[src/rtl/evt_consts.svh]
// Constants of the event timer: register offsets, field positions, reset values
// Assumes inclusion by bare name from the timer design files
`ifndef EVT_CONSTS_SVH
`define EVT_CONSTS_SVH

// ----------------------------------------------------------------
// Register byte offsets
// ----------------------------------------------------------------
`define EVT_OFS_CNT 5'h00
`define EVT_OFS_CMPA 5'h04
`define EVT_OFS_CMPB 5'h08
`define EVT_OFS_CTL0 5'h0c
`define EVT_OFS_STAT 5'h10
`define EVT_OFS_CTL1 5'h14

// ----------------------------------------------------------------
// Reset values and limits
// ----------------------------------------------------------------
`define EVT_CNT_RST 8'h00
`define EVT_CMP_RST 8'hff
`define EVT_CNT_MAX 8'hff
`define EVT_STAT_ONES 8'h10
`define EVT_CTL1_ONES 8'he0
`define EVT_RD_ZERO 32'h00000000
`define EVT_PRE_RST 7'h00

// ----------------------------------------------------------------
// Field positions
// ----------------------------------------------------------------
`define EVT_B_IEB 7
`define EVT_B_IEA 6
`define EVT_B_OVERFLOW_IRQ_ENABLE 5
`define EVT_F_CLR 4:3
`define EVT_F_CKS 2:0
`define EVT_B_FB 7
`define EVT_B_FA 6
`define EVT_B_OVF 5
`define EVT_F_OSB 3:2
`define EVT_F_OSA 1:0
`define EVT_F_EDGE 4:3
`define EVT_B_TRIGGER_ENABLE 2
`define EVT_B_ICKS 0
`define EVT_B_BE0 0

`endif

[src/rtl/evt_pkg.sv]
// Types of the event timer: bus words, selector encodings
// Assumes nothing beyond a SystemVerilog compiler
package evt_pkg;
  typedef logic [4:0] evt_addr_t;
  typedef logic [7:0] evt_byte_t;
  typedef logic [31:0] evt_word_t;
  typedef enum logic [2:0] {
    EVT_CK_OFF0 = 3'h0, EVT_CK_INT1 = 3'h1, EVT_CK_INT2 = 3'h2, EVT_CK_INT3 = 3'h3,
    EVT_CK_OFF4 = 3'h4, EVT_CK_EXTR = 3'h5, EVT_CK_EXTF = 3'h6, EVT_CK_EXTB = 3'h7
  } evt_cks_t;
  typedef enum logic [1:0] {
    EVT_CLR_NONE = 2'h0, EVT_CLR_A = 2'h1, EVT_CLR_B = 2'h2, EVT_CLR_PIN = 2'h3
  } evt_clr_t;
  typedef enum logic [1:0] {
    EVT_OS_KEEP = 2'h0, EVT_OS_LOW = 2'h1, EVT_OS_HIGH = 2'h2, EVT_OS_TOG = 2'h3
  } evt_os_t;
  typedef enum logic [1:0] {
    EVT_EDGE_OFF = 2'h0, EVT_EDGE_RISE = 2'h1, EVT_EDGE_FALL = 2'h2, EVT_EDGE_BOTH = 2'h3
  } evt_edge_t;
endpackage

[src/rtl/evt_tick_if.sv]
// Prescaler tick bundle between divider and timer core
// Assumes one clock for both ends
`timescale 1ns/100ps
interface evt_tick_if;
  logic [5:0] tick;
  modport src (output tick);
  modport snk (input tick);
endinterface

[src/rtl/evt_prescaler.sv]
// Prescaler: one-cycle ticks at clock/4 up to clock/128
// Assumes core_clk and synchronous rst
`timescale 1ns/100ps
`include "evt_consts.svh"
module evt_prescaler (
  input wire logic core_clk,
  input wire logic rst,
  evt_tick_if.src ticks
);
  import evt_pkg::*;
  logic [6:0] preCount;

  // ----------------------------------------------------------------
  // Free divider
  // ----------------------------------------------------------------
  always_ff @(posedge core_clk) begin
    if (rst) begin
      preCount <= `EVT_PRE_RST;
    end else begin
      preCount <= preCount + 7'h01;
    end
  end

  // Tick i marks the falling edge of clock/(4 << i)
  always_ff @(posedge core_clk) begin
    if (rst) begin
      ticks.tick <= 6'h00;
    end else begin
      for (int i = 0; i < 6; i++) begin
        ticks.tick[i] <= &(preCount | ~((7'h04 << i) - 7'h01));
      end
    end
  end
endmodule // evt_prescaler

[src/rtl/evt_timer.sv]
// Eight-bit event timer with two compares, wave output and Avalon-MM registers
// Assumes core_clk at 40 MHz, synchronous rst, asynchronous pins
//
// The implementer's own choices: the Avalon-MM register port and the address map.
`timescale 1ns/100ps
`include "evt_consts.svh"

// Behaviour
// - 8-bit up-counter, source from clock_select
// - Counter readable and writable at any time
// - Wrap past maximum sets overflow_flag
// - Counter resets to zero
// - Both compare registers RW, reset all ones
// - Equality with compare sets its match flag
// - No compare during write to that register
// - Bits 7,6,5 enable the three requests
// - clear_select: none, match A, B, pin rise
// - After pin clear, trigger_enable decides halting
// - clock_select 000 or 100 stops counting
// - Internal prescaled ticks phi/4 to phi/128
// - External pin: rising, falling or both edges
// - Count-stop halts counter when it clears
// - Trigger pin edge starts counting, selectable
// - Both matches drive wave_out_pin independently
// - Nine count sources in total
// - Per match: keep, low, high, toggle
// - wave_out_pin low after reset
// - Flag clears only after read-one, write-zero
// - Trigger mode: start on edge, halt on clear
module evt_timer (
  input wire logic core_clk,
  input wire logic rst,
  input wire evt_pkg::evt_addr_t avs_address,
  input wire logic avs_read,
  input wire logic avs_write,
  input wire evt_pkg::evt_word_t avs_writedata,
  input wire logic [3:0] avs_byteenable,
  output evt_pkg::evt_word_t avs_readdata,
  output logic avs_waitrequest,
  input wire logic ext_clock_pin,
  input wire logic ext_clear_pin,
  input wire logic trigger_pin,
  output logic wave_out_pin,
  output logic matchAIrq,
  output logic matchBIrq,
  output logic overflowIrq
);
  import evt_pkg::*;

  // ----------------------------------------------------------------
  // Helpers
  // ----------------------------------------------------------------
  function automatic logic edgeHit(evt_edge_t sel, logic rise, logic fall);
    case (sel)
      EVT_EDGE_RISE: edgeHit = rise;
      EVT_EDGE_FALL: edgeHit = fall;
      EVT_EDGE_BOTH: edgeHit = rise | fall;
      default: edgeHit = 1'b0;
    endcase
  endfunction

  function automatic logic applyOs(evt_os_t os, logic cur);
    case (os)
      EVT_OS_LOW: applyOs = 1'b0;
      EVT_OS_HIGH: applyOs = 1'b1;
      EVT_OS_TOG: applyOs = ~cur;
      default: applyOs = cur;
    endcase
  endfunction

  // ----------------------------------------------------------------
  // State
  // ----------------------------------------------------------------
  evt_byte_t counterValue, compareA, compareB;
  logic ieB, ieA, overflow_irq_enable, trigEn, clkSelLow;
  evt_clr_t clearSel;
  evt_cks_t clkSel;
  evt_os_t osA, osB;
  evt_edge_t trigEdge;
  logic flagA, flagB, flagOvf, armA, armB, armOvf;
  logic running, ack, eqAPrev, eqBPrev;
  logic [2:0] syncA, syncB, syncEdge;
  logic [2:0] pinNow, pinPrev;
  evt_tick_if tickBus ();

  evt_prescaler u_prescaler (
    .core_clk(core_clk),
    .rst(rst),
    .ticks(tickBus.src)
  );

  // ----------------------------------------------------------------
  // Bus slave
  // ----------------------------------------------------------------
  logic doWr, doRd, wrLow;
  logic wrCnt, wrCmpA, wrCmpB, wrCtl0, wrStat, wrCtl1;
  evt_byte_t wdata, next_readdata;

  assign avs_waitrequest = (avs_read | avs_write) & ~ack;
  assign doWr = avs_write & ack;
  assign doRd = avs_read & ~ack;
  assign wrLow = doWr & avs_byteenable[`EVT_B_BE0];
  assign wdata = avs_writedata[7:0];
  assign wrCnt = wrLow & (avs_address == `EVT_OFS_CNT);
  assign wrCmpA = wrLow & (avs_address == `EVT_OFS_CMPA);
  assign wrCmpB = wrLow & (avs_address == `EVT_OFS_CMPB);
  assign wrCtl0 = wrLow & (avs_address == `EVT_OFS_CTL0);
  assign wrStat = wrLow & (avs_address == `EVT_OFS_STAT);
  assign wrCtl1 = wrLow & (avs_address == `EVT_OFS_CTL1);

  always_comb begin
    case (avs_address)
      `EVT_OFS_CNT: next_readdata = counterValue;
      `EVT_OFS_CMPA: next_readdata = compareA;
      `EVT_OFS_CMPB: next_readdata = compareB;
      `EVT_OFS_CTL0: next_readdata = {ieB, ieA, overflow_irq_enable, clearSel, clkSel};
      `EVT_OFS_STAT: next_readdata = `EVT_STAT_ONES | {flagB, flagA, flagOvf, 1'b0, osB, osA};
      `EVT_OFS_CTL1: next_readdata = `EVT_CTL1_ONES | {3'h0, trigEdge, trigEn, 1'b0, clkSelLow};
      default: next_readdata = `EVT_CNT_RST;
    endcase
  end

  // One wait cycle; read data latched as the request is first seen
  always_ff @(posedge core_clk) begin
    if (rst) begin
      ack <= 1'b0;
      avs_readdata <= `EVT_RD_ZERO;
    end else begin
      ack <= (avs_read | avs_write) & ~ack;
      if (doRd) begin
        avs_readdata <= {24'h000000, next_readdata};
      end
    end
  end

  // ----------------------------------------------------------------
  // Control registers
  // ----------------------------------------------------------------
  always_ff @(posedge core_clk) begin
    if (rst) begin
      compareA <= `EVT_CMP_RST;
      compareB <= `EVT_CMP_RST;
      ieB <= 1'b0;
      ieA <= 1'b0;
      overflow_irq_enable <= 1'b0;
      clearSel <= EVT_CLR_NONE;
      clkSel <= EVT_CK_OFF0;
      osA <= EVT_OS_KEEP;
      osB <= EVT_OS_KEEP;
      trigEdge <= EVT_EDGE_OFF;
      trigEn <= 1'b0;
      clkSelLow <= 1'b0;
    end else begin
      if (wrCmpA) compareA <= wdata;
      if (wrCmpB) compareB <= wdata;
      if (wrCtl0) begin
        ieB <= wdata[`EVT_B_IEB];
        ieA <= wdata[`EVT_B_IEA];
        overflow_irq_enable <= wdata[`EVT_B_OVERFLOW_IRQ_ENABLE];
        clearSel <= evt_clr_t'(wdata[`EVT_F_CLR]);
        clkSel <= evt_cks_t'(wdata[`EVT_F_CKS]);
      end
      if (wrStat) begin
        osB <= evt_os_t'(wdata[`EVT_F_OSB]);
        osA <= evt_os_t'(wdata[`EVT_F_OSA]);
      end
      if (wrCtl1) begin
        trigEdge <= evt_edge_t'(wdata[`EVT_F_EDGE]);
        trigEn <= wdata[`EVT_B_TRIGGER_ENABLE];
        clkSelLow <= wdata[`EVT_B_ICKS];
      end
    end
  end

  // ----------------------------------------------------------------
  // Pin synchronisers and edges
  // ----------------------------------------------------------------
  assign syncEdge = {trigger_pin, ext_clear_pin, ext_clock_pin};
  always_ff @(posedge core_clk) begin
    if (rst) begin
      syncA <= 3'h0;
      syncB <= 3'h0;
      pinPrev <= 3'h0;
    end else begin
      syncA <= syncEdge;
      syncB <= syncA;
      pinPrev <= syncB;
    end
  end
  assign pinNow = syncB;

  logic extRise, extFall, clrRise, trigHit;
  assign extRise = pinNow[0] & ~pinPrev[0];
  assign extFall = ~pinNow[0] & pinPrev[0];
  assign clrRise = pinNow[1] & ~pinPrev[1];
  assign trigHit = edgeHit(trigEdge, pinNow[2] & ~pinPrev[2], ~pinNow[2] & pinPrev[2]);

  // ----------------------------------------------------------------
  // Count source
  // ----------------------------------------------------------------
  logic srcTick;
  logic [2:0] tapIdx;
  assign tapIdx = {clkSel[1:0] - 2'h1, clkSelLow};
  always_comb begin
    case (clkSel)
      EVT_CK_INT1, EVT_CK_INT2, EVT_CK_INT3: srcTick = tickBus.tick[tapIdx];
      EVT_CK_EXTR: srcTick = edgeHit(EVT_EDGE_RISE, extRise, extFall);
      EVT_CK_EXTF: srcTick = edgeHit(EVT_EDGE_FALL, extRise, extFall);
      EVT_CK_EXTB: srcTick = edgeHit(EVT_EDGE_BOTH, extRise, extFall);
      default: srcTick = 1'b0;
    endcase
  end

  // ----------------------------------------------------------------
  // Compare, clear and counter
  // ----------------------------------------------------------------
  logic eqA, eqB, matchA, matchB, clearEvt, countEn, ovfEvt;
  assign eqA = (counterValue == compareA) & ~wrCmpA;
  assign eqB = (counterValue == compareB) & ~wrCmpB;
  assign matchA = eqA & ~eqAPrev;
  assign matchB = eqB & ~eqBPrev;
  always_comb begin
    case (clearSel)
      EVT_CLR_A: clearEvt = matchA;
      EVT_CLR_B: clearEvt = matchB;
      EVT_CLR_PIN: clearEvt = clrRise;
      default: clearEvt = 1'b0;
    endcase
  end
  assign countEn = srcTick & (running | ~trigEn) & ~clearEvt;
  assign ovfEvt = countEn & ~wrCnt & (counterValue == `EVT_CNT_MAX);

  always_ff @(posedge core_clk) begin
    if (rst) begin
      counterValue <= `EVT_CNT_RST;
      eqAPrev <= 1'b0;
      eqBPrev <= 1'b0;
    end else begin
      eqAPrev <= eqA;
      eqBPrev <= eqB;
      if (wrCnt) begin
        counterValue <= wdata;
      end else if (clearEvt) begin
        counterValue <= `EVT_CNT_RST;
      end else if (countEn) begin
        counterValue <= counterValue + 8'h01;
      end
    end
  end

  // Trigger start; halt on clear while trigger mode is on
  always_ff @(posedge core_clk) begin
    if (rst) begin
      running <= 1'b0;
    end else if (trigEn & trigHit) begin
      running <= 1'b1;
    end else if (trigEn & clearEvt) begin
      running <= 1'b0;
    end
  end

  // ----------------------------------------------------------------
  // Flags, read-then-write-zero clear
  // ----------------------------------------------------------------
  logic rdStat;
  assign rdStat = doRd & (avs_address == `EVT_OFS_STAT);
  always_ff @(posedge core_clk) begin
    if (rst) begin
      flagA <= 1'b0;
      flagB <= 1'b0;
      flagOvf <= 1'b0;
      armA <= 1'b0;
      armB <= 1'b0;
      armOvf <= 1'b0;
    end else begin
      if (rdStat) begin
        armA <= flagA;
        armB <= flagB;
        armOvf <= flagOvf;
      end else if (wrStat) begin
        armA <= 1'b0;
        armB <= 1'b0;
        armOvf <= 1'b0;
      end
      // Set wins over a clear in the same cycle
      flagA <= matchA | (flagA & ~(wrStat & armA & ~wdata[`EVT_B_FA]));
      flagB <= matchB | (flagB & ~(wrStat & armB & ~wdata[`EVT_B_FB]));
      flagOvf <= ovfEvt | (flagOvf & ~(wrStat & armOvf & ~wdata[`EVT_B_OVF]));
    end
  end

  // ----------------------------------------------------------------
  // Requests and wave output
  // ----------------------------------------------------------------
  always_ff @(posedge core_clk) begin
    if (rst) begin
      matchAIrq <= 1'b0;
      matchBIrq <= 1'b0;
      overflowIrq <= 1'b0;
    end else begin
      matchAIrq <= flagA & ieA;
      matchBIrq <= flagB & ieB;
      overflowIrq <= flagOvf & overflow_irq_enable;
    end
  end

  // Match B is applied after match A when both hit together
  always_ff @(posedge core_clk) begin
    if (rst) begin
      wave_out_pin <= 1'b0;
    end else if (matchB) begin
      wave_out_pin <= applyOs(osB, matchA ? applyOs(osA, wave_out_pin) : wave_out_pin);
    end else if (matchA) begin
      wave_out_pin <= applyOs(osA, wave_out_pin);
    end
  end
endmodule // evt_timer

[config.mk]
export PLATFORM = sky130hd
export DESIGN_NAME = evt_timer
export DESIGN_NICKNAME = d
export VERILOG_FILES = /design/src/rtl/evt_pkg.sv /design/src/rtl/evt_tick_if.sv /design/src/rtl/evt_prescaler.sv /design/src/rtl/evt_timer.sv
export VERILOG_INCLUDE_DIRS = /design/src /design/src/rtl
export SDC_FILE = /design/constraint.sdc
export NUM_CORES = 1
export LEC_CHECK = 0
export BUFFER_PORTS_ARGS = -buffer_cell sky130_fd_sc_hd__buf_2
export CAP_MARGIN = 20
export CORE_UTILIZATION = 55
export CTS_CLUSTER_SIZE = 20
export DETAILED_ROUTE_END_ITERATION = 10
export PLACE_DENSITY = 0.8
export SLEW_MARGIN = 20
export SYNTH_ARGS = -nofsm -noshare
export SYNTH_HDL_FRONTEND = slang
export SYNTH_SLANG_ARGS = --single-unit
[constraint.sdc]
create_clock -name core_clk -period 2.44 [get_ports core_clk]
set_input_delay 0.488 -clock core_clk [delete_from_list [all_inputs] [get_ports core_clk]]
set_output_delay 0.488 -clock core_clk [all_outputs]
set_load 0.01 [all_outputs]
Word level (Yosys, flattened, before mapping)
Cells that the tools add are included.

Register bits after elaboration: 84. Input bits: 48.

Order comparisons: 1. Multiplexer cells: 22. Bitwise logic cells: 66. $add $sub $neg: 3. Reduce and logical (&&, ||, !) cells: 12. Equality and inequality tests: 26.

Operators with widths (number): $pmux W8 S6 (1); $and A1 B1 Y1 (38); $mux W8 (3); $not A1 Y1 (21); $eq A2 B2 Y1 const B (8); $eq A8 B8 Y1 (2); $mux W1 (12); $pmux W1 S3 (4); $eq A5 B4 Y1 const B (2); $eq A5 B5 Y1 const B (2); $eq A3 B3 Y1 const B (3); $add A8 B1 Y8 const B (1); $eq A2 B1 Y1 const B (4); $eq A8 B8 Y1 const B (1); $add A7 B1 Y7 const B (1); $or A1 B1 Y1 (7); $reduce_and A7 Y1 (1); $eq A3 B2 Y1 const B (2); $reduce_and A6 Y1 (1); $reduce_bool A2 Y1 (3); $eq A5 B3 Y1 const B (1); $logic_not A5 Y1 (1); $reduce_and A5 Y1 (1); $lt A3 B4 Y1 const B (1); 9 further kinds (9).

Longest topological paths before layout
Word-level depth: 12. Gate-level depth with buffers: 9. Mapped depth without buffers: 8.

Modules after synthesis
A second synthesis with hierarchy kept.

Cell total of the unflattened synthesis: 499. Area, all modules: 4159.0 sq um.

By module, submodules not included: evt_timer (area each 3726.1 sq um, times used 1, cells each 455); evt_prescaler (area each 432.9 sq um, times used 1, cells each 44).

Worst setup path after synthesis
Ideal clock, no wire load.

Path type: register to register. Start point: reg clkSel[0]. End point: reg counterValue[0]. Setup time: 0.070 ns. Required time: 2.370 ns. Arrival time: 1.995 ns. Buffers on the path: 1. Setup slack: 0.374 ns. Stages on the path, launching flop included: 10. Cells stage by stage: dfxtp_1 > inv_1 > ha_1 > a22oi_1 > a2111oi_2 > a41o_2 > buf_4 > xnor2_1 > or4_1 > a21oi_1.

Longest elaborated chain between the ends: 7.

Ends and longest elaborated chain: start: declaration (RTL line evt_timer.sv:77) `evt_cks_t clkSel;`; start signal: assignment (RTL line evt_timer.sv:161) `` clkSel <= evt_cks_t'(wdata[`EVT_F_CKS]); ``; $sub A2 B1 Y2 (RTL line evt_timer.sv:203) `assign tapIdx = {clkSel[1:0] - 2'h1, clkSelLow};`; $bmux W1 S3 (RTL line evt_timer.sv:206) `EVT_CK_INT1, EVT_CK_INT2, EVT_CK_INT3: srcTick = tickBus.tick[tapIdx];`; $mux W1 (implied by the code) (RTL line evt_timer.sv:206); $pmux W1 S4 * (RTL line evt_timer.sv:205) `case (clkSel)`; $and A1 B1 Y1 * (2 in a row) (RTL line evt_timer.sv:230) `assign countEn = srcTick & (running | ~trigEn) & ~clearEvt;`; $reduce_bool A3 Y1 (no line) *; end signal: assignment (RTL line evt_timer.sv:235) `` counterValue <= `EVT_CNT_RST; ``; end signal: assignment (RTL line evt_timer.sv:242) `counterValue <= wdata;`; end signal: assignment (RTL line evt_timer.sv:244) `` counterValue <= `EVT_CNT_RST; ``; end: declaration (RTL line evt_timer.sv:74) `evt_byte_t counterValue, compareA, compareB;`.

Every way passes the cells marked *; elsewhere a longest branch is shown, timed or not. The select of a mux whose other input is x is not followed. A chain may end at the register's enable or synchronous reset.

Final worst setup path
Start point: reg counterValue[0]. End point: reg counterValue[5].

Longest elaborated chain between the ends: 7.

Ends and longest elaborated chain: $eq A8 B8 Y1 (on tied branches) (RTL line evt_timer.sv:219, evt_timer.sv:218); $and A1 B1 Y1 (on tied branches) (RTL line evt_timer.sv:219, evt_timer.sv:218); $and A1 B1 Y1 (on tied branches) (RTL line evt_timer.sv:221, evt_timer.sv:220); $pmux W1 S3 (RTL line evt_timer.sv:223) `case (clearSel)`; $not A1 Y1 (RTL line evt_timer.sv:230); $and A1 B1 Y1 (RTL line evt_timer.sv:230); $reduce_bool A3 Y1 (no line).

Several ways; a longest one is shown, not always the timed one. The select of a mux whose other input is x is not followed.

==> results.yml <==
placement:
  gp_congestion: 0.9385
  place_hpwl_mm: 7.340
  io_buffers: 33
worst_setup_path:
  worstSetupStartpoint: "counterValue[0]"
  critPathMaxFanout: 6
  crit_required_ns: 2.72
  r2r_slack_ns: 0.11
  arrival_ns: 2.60
  cp-start-kind: "register"
  crit-reg2reg-launch: "counterValue[0]"
  r2r_cells: 7
  criticalPathCategory: "register to register"
  endpoint_kind: "register"
  r2r_end: "counterValue[5]"
power_and_ir_drop:
  swShare_pct: 25.98
  vdd_drop_max_uv: 403.8
  pwr_density_cell_mw_per_mm2: 561.0
  p_clk_share_pct: 40.9
  p_switching_uw: 677.7
  leakagePower_nw: 1.843
  combPwrFrac_pct: 5.8
  internal_power_mw: 1.931
  power.total_mw: 2.608
  seqPwrFrac_pct: 53.3
final_layout:
  drive_above_1_share_pct: 16.26
  nets: 589
  diodes: 0
  final_core_util_pct: 63.42
  multiInputGateArea_sq_mm: 0.002255
  areaGrowthSynthToFinish_pct: 10.27
  nFillCells: 657
  seqCellArea_sq_mm: 0.001682
detailed_routing:
  antenna_left: 0
  drtIter0Drc: 324
  vias: 3621
  first_pass_iters: 6
  drt-vias-per-instance: 5.711
  wl_per_cell_microns: 15.73
  routed_wl_mm: 9.974
  drc_errors: 0
floorplanning:
  num_rows: 31
  core_area_sq_mm: 0.007331
  design.die.area_sq_mm: 0.008021
  initial_core_util_pct: 57.52
  ios: 85
  die_w_microns: 89.56
  die_y_microns: 89.56
timing:
  period_needed_ns: 2.326
  fin_crit_sh_pct: 95.31
  finClkSkew_ns: 0.008512
  fin_tns_setup_ns: 0
  rsz0062_at_grt: "no"
  finalMaxSlewViolations: 0
  slew_headroom_pct: 43.91
  clock.fmax_mhz: 430.0
  tightestPinTransition_ns: 0.8344
  setup_viol: 0
  hold_ws_ns: 0.3278
  hold_viol_final: 0
clocking:
  path_clk_slew_ns: 0.09
  cts_tree: "done"
  postCtsSetupRepairBufs: 0
  cts_buffers: 9
  ctsRootBufferMaster: "clkbuf_8"
  cts_hold_buf: 0
  cts_num_sinks: 84
  clock_path_buffers: 2
  h-tree-depth: 3
  worstSkewPairLatency_ns: 0.36
  cts_resized: 0
min_path:
  whs_endpoint: "syncA[0]"
  holdPathStages: 2
  min_from: "ext_clock_pin"
  hold_class: "primary input to register"
status:
  outcome: "completed"
logic_synthesis:
  ys_warn_count: 0
  synth-async-reset-ratio_pct: 0
  synth_top_area_cell: "dfxtp_1"
  syn_inst: 494
  ys_seq_area_share_pct: 39.88
  syn_avg_cell_area_sq_um: 8.536
  synth_area_leaders: "dfxtp_1, nand2_1, a22oi_1"
  syn_area_sq_mm: 0.004217
  synth-main-ff-cell: "dfxtp_1"
  yosysTopAreaCellShare_pct: 39.88
  synth-edff-count: 0
  synth_cell_types: 54
  synth-seq-cells: 84
flow_run:
  drv_cap: 0
global_routing:
  grt_start_max_net_pins: 34
  track_usage_pct: 26.78
  grt_antenna_before_repair: 0
  grt_pass1_vias: 3270
  overflow: 0
  grt_pass1_wl_mm: 15.86
[cell usage in the layout, fill, tap and decap left out, drive strengths merged, types with 9 or more instances in the layout]
cell type  instances
nor3              12
clkbuf             9
o21ai             11
nor2              29
nand2             74
ha                11
inv               21
a22oi             29
nor2b             15
a21oi             26
xnor2             18
nand3b            16
nand3             31
buf               53
dfxtp             84
conb              24
[per-stage QoR]
step	setup slack (ns)	instance area, sq um	cells
floorplan	0.3745	4303	517
global placement	0.1838	4420	616
detailed placement	0.08177	4420	616
CTS	0.06525	4634	632
global route	0.03726	4649	634
finish	0.1144	4649	634
[registers in the layout, indices dropped and copies added (netlist names), 2 cells and up]
register / flops
avs_readdata: 8
compareA: 8
compareB: 8
counterValue: 8
u_prescaler.preCount: 7
u_prescaler.ticks.tick: 6
clkSel: 3
pinNow: 3
pinPrev: 3
syncA: 3
clearSel: 2
osA: 2
osB: 2
trigEdge: 2
[per-layer routing]
metal / up-vias / GRT usage [%] / routed length (microns)
met5: - / 0 / 0
met4: 0 / 10.68 / 231
met3: 17 / 6.187 / 512
met2: 125 / 46.42 / 5058
met1: 1735 / 31.98 / 4172
li1: 1744 / - / -
[logic make-up after synthesis]
kind of cell               synth area share, %
and+or+nand+nor                          28.22
AOI/OAI and AO/OA                        14.72
DFF                                      39.88
buffers and inverters                    8.695
xor gates and xnor gates                 3.947
adders and majority gates                3.264
muxes                                    1.187
other                                  0.08894
[Yosys cell counts (4+ instances only)]
cell type and count:
a21oi_1 26, a222oi_1 4, a22oi_1 29, a31oi_1 4, and2_1 5, and3_1 7
buf_2 8, buf_4 28, clkbuf_1 13, dfxtp_1 84, ha_1 11, inv_1 16
mux2i_1 5, nand2_1 74, nand2b_1 8, nand3_1 31, nand3b_1 16, nand4_1 4
nor2_1 28, nor2b_1 15, nor3_1 7, nor3_2 4, o21ai_0 11, xnor2_1 18
[critical path, stage by stage (launching register included)]
cell      delay [ns]
dfxtp_1         0.50
xnor2_1         0.19
nand4_1         0.19
nor4_2          0.77
nor4_4          0.03
buf_4           0.18
buf_4           0.13
a221oi_2        0.25
[worst max path at each step]
stage | cells after the start | endpoint | slack [ns]
CTS | 8 | counterValue[6] | 0.07
global placement | 8 | counterValue[6] | 0.18
floorplan | 9 | counterValue[0] | 0.37
detailed placement | 8 | counterValue[6] | 0.08
global route | 9 | counterValue[6] | 0.04
finish | 7 | counterValue[5] | 0.11
[power by group through the flow]
stage	Clock [mW]	Sequential [mW]	Combinational, mW
6_report	1.07	1.39	0.151
5_1_grt	1.14	1.39	0.168
4_1_cts	1.09	1.39	0.150
3_5_place_dp	0	1.42	0.149
3_3_place_gp	0	1.42	0.146
2_1_floorplan	0	1.42	0.122
[final cells by class]
type | count | share of cell area (%)
multi-input combinational | 366 | 48.49
inverter | 16 | 1.292
timing repair buffer | 53 | 6.781
clock inverter | 7 | 1.938
sequential | 84 | 36.17
tap | 99 | 2.664
clock buffer | 9 | 2.664
Note: power is estimated with default switching activity, not from simulation.
